`src/core/scm_pkg.sv`:
```
package scm_pkg;
    // Command encodings; upper three bits select the parameter operations.
    localparam logic [2:0] OP_SYSTEM              = 3'h0;
    localparam logic [2:0] OP_PARAM_READ          = 3'h4;
    localparam logic [2:0] OP_PARAM_WRITE         = 3'h5;
    localparam logic [2:0] OP_PARAM_BITWISE_AND   = 3'h6;
    localparam logic [2:0] OP_PARAM_BITWISE_OR    = 3'h7;
    localparam logic [7:0] CLEAR_RESPONSE_CMD     = 8'h00;
    localparam logic [7:0] SOFT_RESET_CMD         = 8'h01;
    localparam logic [7:0] SLAVE_ADDR_CHANGE_CMD  = 8'h02;
    localparam logic [7:0] PROX_SINGLE_SHOT_CMD   = 8'h05;
    localparam logic [7:0] AMBIENT_SINGLE_SHOT_CMD = 8'h06;
    localparam logic [7:0] BOTH_SINGLE_SHOT_CMD   = 8'h07;
    localparam logic [7:0] PROX_LOOP_HALT_CMD     = 8'h09;
    localparam logic [7:0] AMBIENT_LOOP_HALT_CMD  = 8'h0a;
    localparam logic [7:0] BOTH_LOOP_HALT_CMD     = 8'h0b;
    localparam logic [7:0] PROX_LOOP_RUN_CMD      = 8'h0d;
    localparam logic [7:0] AMBIENT_LOOP_RUN_CMD   = 8'h0e;
    localparam logic [7:0] BOTH_LOOP_RUN_CMD      = 8'h0f;
    // Response codes, chip states, reset slave address and parameter count.
    localparam logic [7:0] RESPONSE_RESET         = 8'h00;
    localparam logic [7:0] INVALID_SETTING_CODE   = 8'h80;
    localparam logic [7:0] OVERFLOW_BASE_CODE     = 8'h88;
    localparam logic [7:0] CHIP_STATE_READY       = 8'h01;
    localparam logic [7:0] CHIP_STATE_SLEEP       = 8'h00;
    localparam logic [7:0] CHIP_STATE_BUSY        = 8'h02;
    localparam logic [6:0] SLAVE_ADDR_RESET       = 7'h5a;
    localparam int         PARAM_COUNT            = 32;
endpackage : scm_pkg

```
`src/core/scm_mailbox.sv`:
```
`timescale 1ns/1ps
// What this block does
// - OR command merges mailbox into parameter, echoes.
// - Clear command zeroes the response register.
// - Reset command restores sequencer state.
// - Address command changes slave address, no error.
// - Decode three single-shot measurement commands.
// - Decode three loop halt commands.
// - Decode three loop start commands.
// - No error: counter increments per completion.
// - Invalid setting loads 0x80 until cleared.
// - Proximity overflows load 0x88, 0x89, 0x8a.
// - Ambient overflows load 0x8c, 0x8d, 0x8e.
// - Single shot completion signalled by done flag.
// - Reserved codes do nothing defined.
// - Reset gives no completion; host waits 1ms.
// - Read keeps parameter, echoes; write, AND commands update parameter, echo.
// - Only command writes wake the sequencer.
module scm_mailbox #(
    parameter int PARAM_WIDTH = 8
) (
    input  wire logic                   clk,
    input  wire logic                   reset,
    input  wire logic                   clk_en,
    input  wire logic                   cmd_write,
    input  wire logic [7:0]             cmd_code,
    input  wire logic [PARAM_WIDTH-1:0] param_write_mailbox,
    input  wire logic                   meas_done,
    input  wire logic                   overflow_pin,
    input  wire logic [2:0]             overflow_chan,
    input  wire logic                   invalid_setting,
    output logic      [7:0]             response,
    output logic      [PARAM_WIDTH-1:0] param_read_mailbox,
    output logic      [6:0]             slave_address,
    output logic                        prox_loop_on,
    output logic                        ambient_loop_on,
    output logic                        prox_shot,
    output logic                        ambient_shot,
    output logic                        awake,
    output logic      [7:0]             chip_state_value,
    output logic      [7:0]             interrupt_status_value
);
    // The address command takes seven mailbox bits, so a narrower mailbox cannot serve it.
    if (PARAM_WIDTH < 7 || PARAM_WIDTH > 8) begin : g_width_check
        $error("PARAM_WIDTH must be 7 or 8");
    end

    typedef enum logic [1:0] {SCM_SLEEP, SCM_EXEC, SCM_WAIT_MEAS} scm_state_t;

    scm_state_t             state;
    logic [7:0]             cmd;
    logic [PARAM_WIDTH-1:0] params [scm_pkg::PARAM_COUNT];
    logic [1:0]             ovf_sync;
    logic                   ovf_seen;

    // Overflow arrives from the converter pins, so it is synchronised first.
    always_ff @(posedge clk) begin
        if (reset) begin
            ovf_sync <= 2'h0;
        end else if (clk_en) begin
            ovf_sync <= {ovf_sync[0], overflow_pin};
        end
    end

    wire       ovf_rise   = ovf_sync[1] & ~ovf_seen;
    wire [2:0] op         = cmd[7:5];
    wire [4:0] index      = cmd[4:0];
    wire       is_param   = op[2];
    wire       is_sys     = (op == scm_pkg::OP_SYSTEM);
    wire       is_clear   = (cmd == scm_pkg::CLEAR_RESPONSE_CMD);
    wire       is_reset   = (cmd == scm_pkg::SOFT_RESET_CMD);
    wire       is_addr    = (cmd == scm_pkg::SLAVE_ADDR_CHANGE_CMD);
    wire       is_shot    = (cmd == scm_pkg::PROX_SINGLE_SHOT_CMD) ||
                            (cmd == scm_pkg::AMBIENT_SINGLE_SHOT_CMD) ||
                            (cmd == scm_pkg::BOTH_SINGLE_SHOT_CMD);
    wire       is_halt    = (cmd == scm_pkg::PROX_LOOP_HALT_CMD) ||
                            (cmd == scm_pkg::AMBIENT_LOOP_HALT_CMD) ||
                            (cmd == scm_pkg::BOTH_LOOP_HALT_CMD);
    wire       is_run     = (cmd == scm_pkg::PROX_LOOP_RUN_CMD) ||
                            (cmd == scm_pkg::AMBIENT_LOOP_RUN_CMD) ||
                            (cmd == scm_pkg::BOTH_LOOP_RUN_CMD);
    wire       has_error  = response[7];
    // Parameter result: read keeps, write replaces, AND and OR merge.
    wire [PARAM_WIDTH-1:0] cur = params[index];
    wire [PARAM_WIDTH-1:0] next_param =
        (op == scm_pkg::OP_PARAM_WRITE) ? param_write_mailbox :
        (op == scm_pkg::OP_PARAM_BITWISE_AND) ? (cur & param_write_mailbox) :
        (op == scm_pkg::OP_PARAM_BITWISE_OR)  ? (cur | param_write_mailbox) : cur;
    wire [7:0] count_up   = {4'h0, response[3:0] + 4'h1};
    wire [7:0] ovf_code   = scm_pkg::OVERFLOW_BASE_CODE + {5'h00, overflow_chan};

    // Command engine; a command write is the only way out of sleep.
    always_ff @(posedge clk) begin
        if (reset) begin
            state           <= SCM_SLEEP;
            cmd             <= 8'h00;
            response        <= scm_pkg::RESPONSE_RESET;
            param_read_mailbox <= '0;
            slave_address   <= scm_pkg::SLAVE_ADDR_RESET;
            prox_loop_on    <= 1'b0;
            ambient_loop_on <= 1'b0;
            prox_shot       <= 1'b0;
            ambient_shot    <= 1'b0;
            awake           <= 1'b0;
            ovf_seen        <= 1'b0;
            interrupt_status_value <= 8'h00;
            chip_state_value <= scm_pkg::CHIP_STATE_SLEEP;
        end else if (clk_en) begin
            prox_shot    <= 1'b0;
            ambient_shot <= 1'b0;
            ovf_seen     <= ovf_sync[1];
            case (state)
                SCM_SLEEP: begin
                    if (cmd_write) begin
                        cmd              <= cmd_code;
                        awake            <= 1'b1;
                        state            <= SCM_EXEC;
                        chip_state_value <= scm_pkg::CHIP_STATE_BUSY;
                    end
                end
                SCM_EXEC: begin
                    state            <= SCM_SLEEP;
                    awake            <= 1'b0;
                    chip_state_value <= scm_pkg::CHIP_STATE_READY;
                    if (is_clear) begin
                        response <= 8'h00;
                    end else if (is_reset) begin
                        // Response goes to zero rather than counting, so a reset never looks like a completion.
                        response        <= 8'h00;
                        prox_loop_on    <= 1'b0;
                        ambient_loop_on <= 1'b0;
                        slave_address   <= scm_pkg::SLAVE_ADDR_RESET;
                        interrupt_status_value <= 8'h00;
                    end else if (invalid_setting) begin
                        // An invalid setting stops the command; a latched error keeps its own code.
                        if (!has_error) begin
                            response <= scm_pkg::INVALID_SETTING_CODE;
                        end
                    end else begin
                        if (is_param) begin
                            params[index]      <= next_param;
                            param_read_mailbox <= next_param;
                        end
                        if (is_addr) begin
                            slave_address <= param_write_mailbox[6:0];
                        end
                        if (is_shot) begin
                            prox_shot    <= ~cmd[1] | cmd[0];
                            ambient_shot <= cmd[1];
                            interrupt_status_value <= 8'h00;
                            chip_state_value <= scm_pkg::CHIP_STATE_BUSY;
                            state        <= SCM_WAIT_MEAS;
                            awake        <= 1'b1;
                        end
                        if (is_halt) begin
                            prox_loop_on    <= prox_loop_on & ~cmd[0];
                            ambient_loop_on <= ambient_loop_on & ~cmd[1];
                        end
                        if (is_run) begin
                            prox_loop_on    <= prox_loop_on | cmd[0];
                            ambient_loop_on <= ambient_loop_on | cmd[1];
                        end
                        // Reserved system codes still complete quietly.
                        if (!has_error && (is_param || is_sys)) begin
                            response <= count_up;
                        end
                    end
                end
                SCM_WAIT_MEAS: begin
                    if (meas_done) begin
                        interrupt_status_value <= 8'h01;
                        chip_state_value <= scm_pkg::CHIP_STATE_READY;
                        awake <= 1'b0;
                        state <= SCM_SLEEP;
                    end
                end
                default: state <= SCM_SLEEP;
            endcase
            // Last in the process, so an overflow beats a same-cycle clear; a latched error keeps its code.
            if (ovf_rise && !has_error) begin
                response <= ovf_code;
            end
        end
    end

    // Guards on the command engine; an overflow in the same cycle is excluded where it may win.
    a_error_sticks: assert property (@(posedge clk) disable iff (reset)
        (clk_en && has_error && !(state == SCM_EXEC && (is_clear || is_reset))) |=> response[7])
        else $error("error code lost");
    a_clear_zero: assert property (@(posedge clk) disable iff (reset)
        (clk_en && state == SCM_EXEC && is_clear && !ovf_rise) |=> response == 8'h00)
        else $error("clear did not zero response");
    a_count_step: assert property (@(posedge clk) disable iff (reset)
        (clk_en && state == SCM_EXEC && is_run && !has_error && !invalid_setting && !ovf_rise)
        |=> response == $past(count_up))
        else $error("counter did not step");
    a_run_loops: assert property (@(posedge clk) disable iff (reset)
        (clk_en && state == SCM_EXEC && cmd == scm_pkg::BOTH_LOOP_RUN_CMD && !invalid_setting)
        |=> prox_loop_on && ambient_loop_on)
        else $error("loops not started");
    a_halt_loops: assert property (@(posedge clk) disable iff (reset)
        (clk_en && state == SCM_EXEC && cmd == scm_pkg::BOTH_LOOP_HALT_CMD && !invalid_setting)
        |=> !prox_loop_on && !ambient_loop_on)
        else $error("loops not halted");
    a_shot_pulse: assert property (@(posedge clk) disable iff (reset)
        (clk_en && state == SCM_EXEC && cmd == scm_pkg::BOTH_SINGLE_SHOT_CMD && !invalid_setting)
        |=> prox_shot && ambient_shot)
        else $error("single shot not started");
    a_wake_only: assert property (@(posedge clk) disable iff (reset)
        (clk_en && state == SCM_SLEEP && !cmd_write) |=> !awake)
        else $error("woke without command");
    a_invalid_code: assert property (@(posedge clk) disable iff (reset)
        (clk_en && state == SCM_EXEC && invalid_setting && !has_error && !is_clear && !is_reset && !ovf_rise)
        |=> response == scm_pkg::INVALID_SETTING_CODE)
        else $error("invalid setting not reported");
    a_overflow_wins: assert property (@(posedge clk) disable iff (reset)
        (clk_en && ovf_rise && !has_error) |=> response == $past(ovf_code))
        else $error("overflow code not latched");
    a_reset_cmd: assert property (@(posedge clk) disable iff (reset)
        (clk_en && state == SCM_EXEC && is_reset)
        |=> !prox_loop_on && !ambient_loop_on && slave_address == scm_pkg::SLAVE_ADDR_RESET)
        else $error("reset command did not restore state");
    a_shot_busy: assert property (@(posedge clk) disable iff (reset)
        (clk_en && state == SCM_WAIT_MEAS) |-> chip_state_value == scm_pkg::CHIP_STATE_BUSY)
        else $error("chip not busy during single shot");
endmodule : scm_mailbox

```
`config.mk`:
```
export PLATFORM = sky130hd
export DESIGN_NAME = scm_mailbox
export DESIGN_NICKNAME = d
export VERILOG_FILES = /design/src/core/scm_pkg.sv /design/src/core/scm_mailbox.sv
export SDC_FILE = /design/constraint.sdc
export NUM_CORES = 1
export LEC_CHECK = 0
export ABC_AREA = 1
export BUFFER_PORTS_ARGS = -buffer_cell sky130_fd_sc_hd__buf_2
export CAP_MARGIN = 20
export CORE_UTILIZATION = 60
export CTS_BUF_LIST = sky130_fd_sc_hd__clkbuf_8 sky130_fd_sc_hd__clkbuf_16
export DETAILED_ROUTE_END_ITERATION = 8
export PLACE_DENSITY = 0.79
export SETUP_SLACK_MARGIN = 0.1
export SYNTH_ARGS = -nofsm -noshare
export SYNTH_HDL_FRONTEND = slang
export SYNTH_SLANG_ARGS = --single-unit
```
`constraint.sdc`:
```
create_clock -name clk -period 2.6 [get_ports clk]
set_input_delay 0.65 -clock clk [delete_from_list [all_inputs] [get_ports clk]]
set_output_delay 0.65 -clock clk [all_outputs]
set_load 0.01 [all_outputs]
```
==> results.py, run 1 <==
metrics = {
    "outcome": {
        "status": "completed",
    },
    "timing": {
        "setup_violations": 0,
        "fmax_mhz": 425,
        "final.setup.tns_ps": 0,
        "finalMaxSlewViolations": 0,
        "worst_pin_slew_ps": 583,
        "rsz0062_at_grt": "false",
        "period_share_pct": 90.4,
        "final_hold_viol_count": 0,
        "fin_crit_ps": 2350,
        "relSlewSlack_pct": 61.1,
        "skew_ps": 19.0,
    },
    "synth": {
        "ys_seq_area_share_pct": 68.1,
        "synth_seq_cells": 301,
        "synth.top_cell.area_share_pct": 61.0,
        "synth_area_leaders": "edfxtp_1, nand3_1, nand2_1, dfxtp_1, nor2_1",
        "synth_area_per_cell_um2": 10.6,
        "synth_area_mm2": 0.0126,
        "syn_inst": 1185,
        "yosysTopAreaCell": "edfxtp_1",
        "synth_warnings": 0,
        "synth_cell_types": 32,
    },
    "placement": {
        "io_buffers": 53,
        "gp_congestion": 0.907,
        "hpwl_um": 19600,
    },
    "critical_path": {
        "critPathLaunchType": "register",
        "crit_type": "register to register",
        "cp.required_ps": 2890,
        "end_kind": "register",
        "critPathArrivalTime_ps": 2640,
        "cp_max_fo": 84,
    },
    "pwr": {
        "p_leak_nw": 5.57,
        "finalPower_w": 0.0113,
        "vdd.ir_drop.worst_uv": 626,
        "power_density_mw_per_mm2": 783,
    },
    "cells_and_area": {
        "antenna_cells": 0,
        "syn2layout_area_growth_pct": 14.8,
        "drive_gt1_share_pct": 14.4,
        "fill_cells": 1387,
        "nets": 1303,
        "final_common_cell": "nand2_1",
        "final_cell_mix": "nand2_1, nand3_1, edfxtp_1",
    },
    "job": {
        "drv_cap": 0,
    },
    "routing": {
        "ant_nets": 0,
        "drt_iter0_markers": 1205,
        "drt_wl_total_um": 31300,
        "post_drt_wl_per_cell_um": 20.0,
        "drc": 0,
        "vias": 9239,
        "drtPass1Iterations": 6,
        "viasPerCell": 5.90,
    },
    "clock_tree": {
        "clock-sinks": 301,
        "cts_resized": 0,
        "post-cts-setup-buffer-count": 0,
        "htree_levels": 1,
        "clk_path_buf_depth": 3,
        "cts_hold_buf": 0,
        "cts_buffers": 30,
        "clk_latency_ps": 560,
        "cts.clk_slew.worst_paths_ps": 60,
        "cts_root_buffer": "clkbuf_16",
        "cts_tree": "yes",
    },
    "die": {
        "design.die.area_mm2": 0.0216,
        "initial_core_util_pct": 61.7,
        "die_h_um": 147,
        "coreArea_mm2": 0.0204,
        "rows": 52,
        "die_x_um": 147,
        "io_pins": 70,
    },
    "min_path": {
        "min-delay-path-class": "primary input to register",
    },
    "global_routing": {
        "grt_max_degree": 85,
        "grt_overflow": 0,
        "grt_pass1_vias": 8849,
        "grt_pass1_wl_um": 48500,
        "antenna_found_initial": 0,
        "grt.total_usage_pct": 29.6,
    },
}
## report_power, final
part | switching [W] | total (W) | internal, W
Combinational | 0.00102 | 0.00136 | 0.000339
Clock | 0.00180 | 0.00440 | 0.00261
Sequential | 0.0000431 | 0.00557 | 0.00553
## cells by family after synthesis
logic type,count (synthesis),synth area share (%)
simple gates,663,23.1
compound gates,73,3.06
xor+xnor,2,0.139
buf+inv,140,5.03
fa+ha+maj,5,0.496
other cells,1,0.0297
flops,301,68.1
## through the flow
stage	area, um^2	utilization (%)	cells	worst slack [ps]	hold WS, ps
finish	14500	70.9	1566	249	347
detailed placement	13400	65.7	1510	353	455
floorplan	12700	-	1200	377	454
global placement	13400	65.7	1510	394	454
global route	14500	70.9	1566	142	377
CTS	14500	70.9	1566	338	334
## cell usage after synthesis
cell and n:
nand4_1 2, buf_4 17, o21ai_0 32, nand3_1 258, nor2_2 3, conb_1 1, nor3_4 1, nor3_1 5
inv_1 60, nand2_1 318, nand2_4 2, clkbuf_1 23, o211ai_1 2, nor2_1 66, xor2_1 2, a21oi_2 1
inv_2 3, o21ai_1 2, nand3_2 1, buf_1 6, nor2_4 1, a21oi_1 33, buf_2 30, a22o_1 3
dfxtp_1 45, nand2_2 2, ha_1 5, edfxtp_1 256, nand4_2 1, nor3_2 2, buf_6 1, nor4_4 1
## layout make-up
class / instances / area (um^2) / share of cell area [%]
Clock buffer: 39 / 965 / 6.66
Clock inverter: 17 / 80.1 / 0.553
Inverter: 63 / 238 / 1.64
Multi-Input combinational cell: 759 / 3440 / 23.8
Sequential cell: 301 / 8590 / 59.4
Tap cell: 270 / 338 / 2.33
Timing Repair Buffer: 117 / 821 / 5.67
## worst paths after layout
path         slack (ps)             start                to  cells after the start
min                 350      overflow_pin       ovf_sync[0]                      3
max reg2reg         250          register     params[26][7]                     11
min reg2reg         470  slave_address[1]  slave_address[1]                      2
max                 250          register     params[26][7]                     11
## registers in the layout, indices dropped and copies added (netlist names), named ones only
name / cells
ovf_sync: 2
cmd: 8
awake: 1
interrupt_status_value: 1
params: 256
ambient_shot: 1
state: 2
ovf_seen: 1
prox_loop_on: 1
param_read_mailbox: 8
chip_state_value: 1
ambient_loop_on: 1
slave_address: 7
prox_shot: 1
response: 5
## routing by layer
layer | wire length [um] | up-vias | GRT usage, %
met3 | 3310 | 91 | 6.06
met2 | 15000 | 575 | 47.7
met5 | 0 | - | 0
met4 | 1240 | 0 | 13.4
met1 | 11800 | 4337 | 39.0
li1 | - | 4236 | -
## critical path: stages, from the launching register on
cell and delay (ps):
dfxtp_4 370, clkinv_2 70, buf_12 300, nand2_1 100, nand3_1 130, nand3_1 90, nand3_1 110, nand3_1 190
nand3_1 140, nand2_1 70, inv_1 50, buf_4 380
Power figures use the tool's default switching activity.
==> inputs of run 2 (changes only) <==
REMOVE_ABC_BUFFERS = 1   (was default)
==> results.py, run 2 (synthesized netlist as in run 1, its figures left out) <==
metrics = {
    "outcome": {
        "status": "completed",
    },
    "pwr": {
        "clkPwrFrac_pct": 37.1,
        "switchingPower_w": 0.00288,
        "power_density_mw_per_mm2": 775,
        "p_leak_nw": 5.57,
        "power.internal_w": 0.00834,
        "p_seq_share_pct": 49.7,
        "vdd.ir_drop.worst_uv": 572,
        "swShare_pct": 25.7,
        "comb_power_share_pct": 13.2,
    },
    "placement": {
        "hpwl_um": 20700,
        "gp_congestion": 0.902,
        "io_buffers": 53,
        "dpl_cell_area_mm2": 0.0135,
    },
    "timing": {
        "period_share_pct": 93.0,
        "finalMaxSlewViolations": 0,
        "rsz0062_at_grt": "false",
        "fin_crit_ps": 2420,
        "skew_ps": 16.7,
        "final.setup.tns_ps": 0,
        "final_hold_viol_count": 0,
        "fmax_mhz": 414,
        "setup_violations": 0,
        "worst_pin_slew_ps": 839,
        "relSlewSlack_pct": 44.0,
    },
    "cells_and_area": {
        "antenna_cells": 0,
        "final_cell_mix": "nand2_1, nand3_1, edfxtp_1",
        "post-route-util_pct": 70.8,
        "final_common_cell": "nand2_1",
        "design_area_mm2": 0.0145,
        "largest_reg_flops": 256,
        "drive_gt1_share_pct": 14.0,
        "fill_cells": 1420,
        "top_regs": "params x256, cmd x8, param_read_mailbox x8",
        "top_register": "params",
        "syn2layout_area_growth_pct": 14.7,
        "nets": 1301,
    },
    "critical_path": {
        "critPathLaunchType": "register",
        "cp.required_ps": 2850,
        "end_kind": "register",
        "cp_max_fo": 8,
        "critPathArrivalTime_ps": 2670,
        "crit_type": "register to register",
    },
    "clock_tree": {
        "cts_tree": "yes",
        "clk_latency_ps": 550,
        "cts_root_buffer": "clkbuf_16",
        "post-cts-setup-buffer-count": 0,
        "htree_levels": 1,
        "clock-sinks": 301,
        "cts_buffers": 29,
        "cts.clk_slew.worst_paths_ps": 60,
        "clk_path_buf_depth": 3,
    },
    "routing": {
        "vias": 9421,
        "ant_nets": 0,
        "drc": 0,
        "drt_wl_total_um": 32700,
        "drt_iter0_markers": 1333,
        "drtPass1Iterations": 6,
        "viasPerCell": 6.03,
        "post_drt_wl_per_cell_um": 20.9,
    },
    "die": {
        "io_pins": 70,
        "initial_core_util_pct": 61.7,
        "die_h_um": 147,
        "coreArea_mm2": 0.0204,
        "rows": 52,
        "design.die.area_mm2": 0.0216,
        "die_x_um": 147,
    },
    "min_path": {
        "min-delay-path-class": "primary input to register",
    },
    "job": {
        "drv_cap": 0,
    },
    "global_routing": {
        "antenna_found_initial": 0,
        "grt.total_usage_pct": 30.9,
        "grt_overflow": 0,
        "grt_pass1_wl_um": 50200,
        "grt_pass1_vias": 9146,
        "grt_max_degree": 129,
    },
}
==> run 2: area by class of cell <==
type / instances / area [um^2] / share of cell area (%)
timing repair buffer: 116 / 896 / 6.19
clock buffer: 34 / 806 / 5.57
inverter: 63 / 239 / 1.65
tap: 270 / 338 / 2.34
clock inverter: 20 / 153 / 1.06
sequential: 301 / 8590 / 59.4
multi-input combinational: 759 / 3440 / 23.8
==> run 2: repair_timing <==
item,CTS,global route
gates resized for setup,0,1
hold buffers,0,0
setup endpoints to repair,0,32
==> run 2: worst max-delay path, cell delays in order (launching register included) <==
cell and delay (ps):
dfxtp_1 470, inv_2 100, nand2_2 190, nor2_2 80, nand2_4 90, nand2_4 90, nor4_4 220, nand2_1 410
nor2_1 270, buf_4 210
==> run 2: worst paths after layout <==
kind / from / slack [ps] / to / depth (start not counted)
max reg2reg: cmd[4] / 180 / params[24][2] / 9
min: overflow_pin / 340 / ovf_sync[0] / 3
max: cmd[4] / 180 / params[24][2] / 9
min reg2reg: slave_address[4] / 470 / slave_address[4] / 2
==> run 2: routing by layer <==
| metal | track usage [%] | share of wire, % | up-vias |
|---|---|---|---|
| met5 | 0 | 0 | - |
| met4 | 15.1 | 4.6 | 0 |
| met3 | 5.28 | 11 | 107 |
| met2 | 49.5 | 47 | 639 |
| met1 | 41.4 | 37 | 4442 |
| li1 | - | - | 4233 |
==> run 2: metrics by stage <==
stage | total power [W] | hold WS, ps | cells | setup WS (ps)
detailed placement | 0.00711 | 452 | 1508 | 240
finish | 0.0112 | 344 | 1563 | 182
CTS | 0.0112 | 339 | 1562 | 215
global route | 0.0115 | 368 | 1563 | 104
global placement | 0.00708 | 445 | 1508 | 261
floorplan | 0.00640 | 456 | 1123 | -3350
==> run 2: power groups by stage <==
stage | logic (W) | registers [W] | clock network (W)
after detailed placement | 0.00144 | 0.00567 | 0
after floorplan | 0.000671 | 0.00573 | 0
after global placement | 0.00141 | 0.00567 | 0
final | 0.00149 | 0.00557 | 0.00416
after CTS | 0.00144 | 0.00557 | 0.00417
after global routing | 0.00158 | 0.00558 | 0.00435
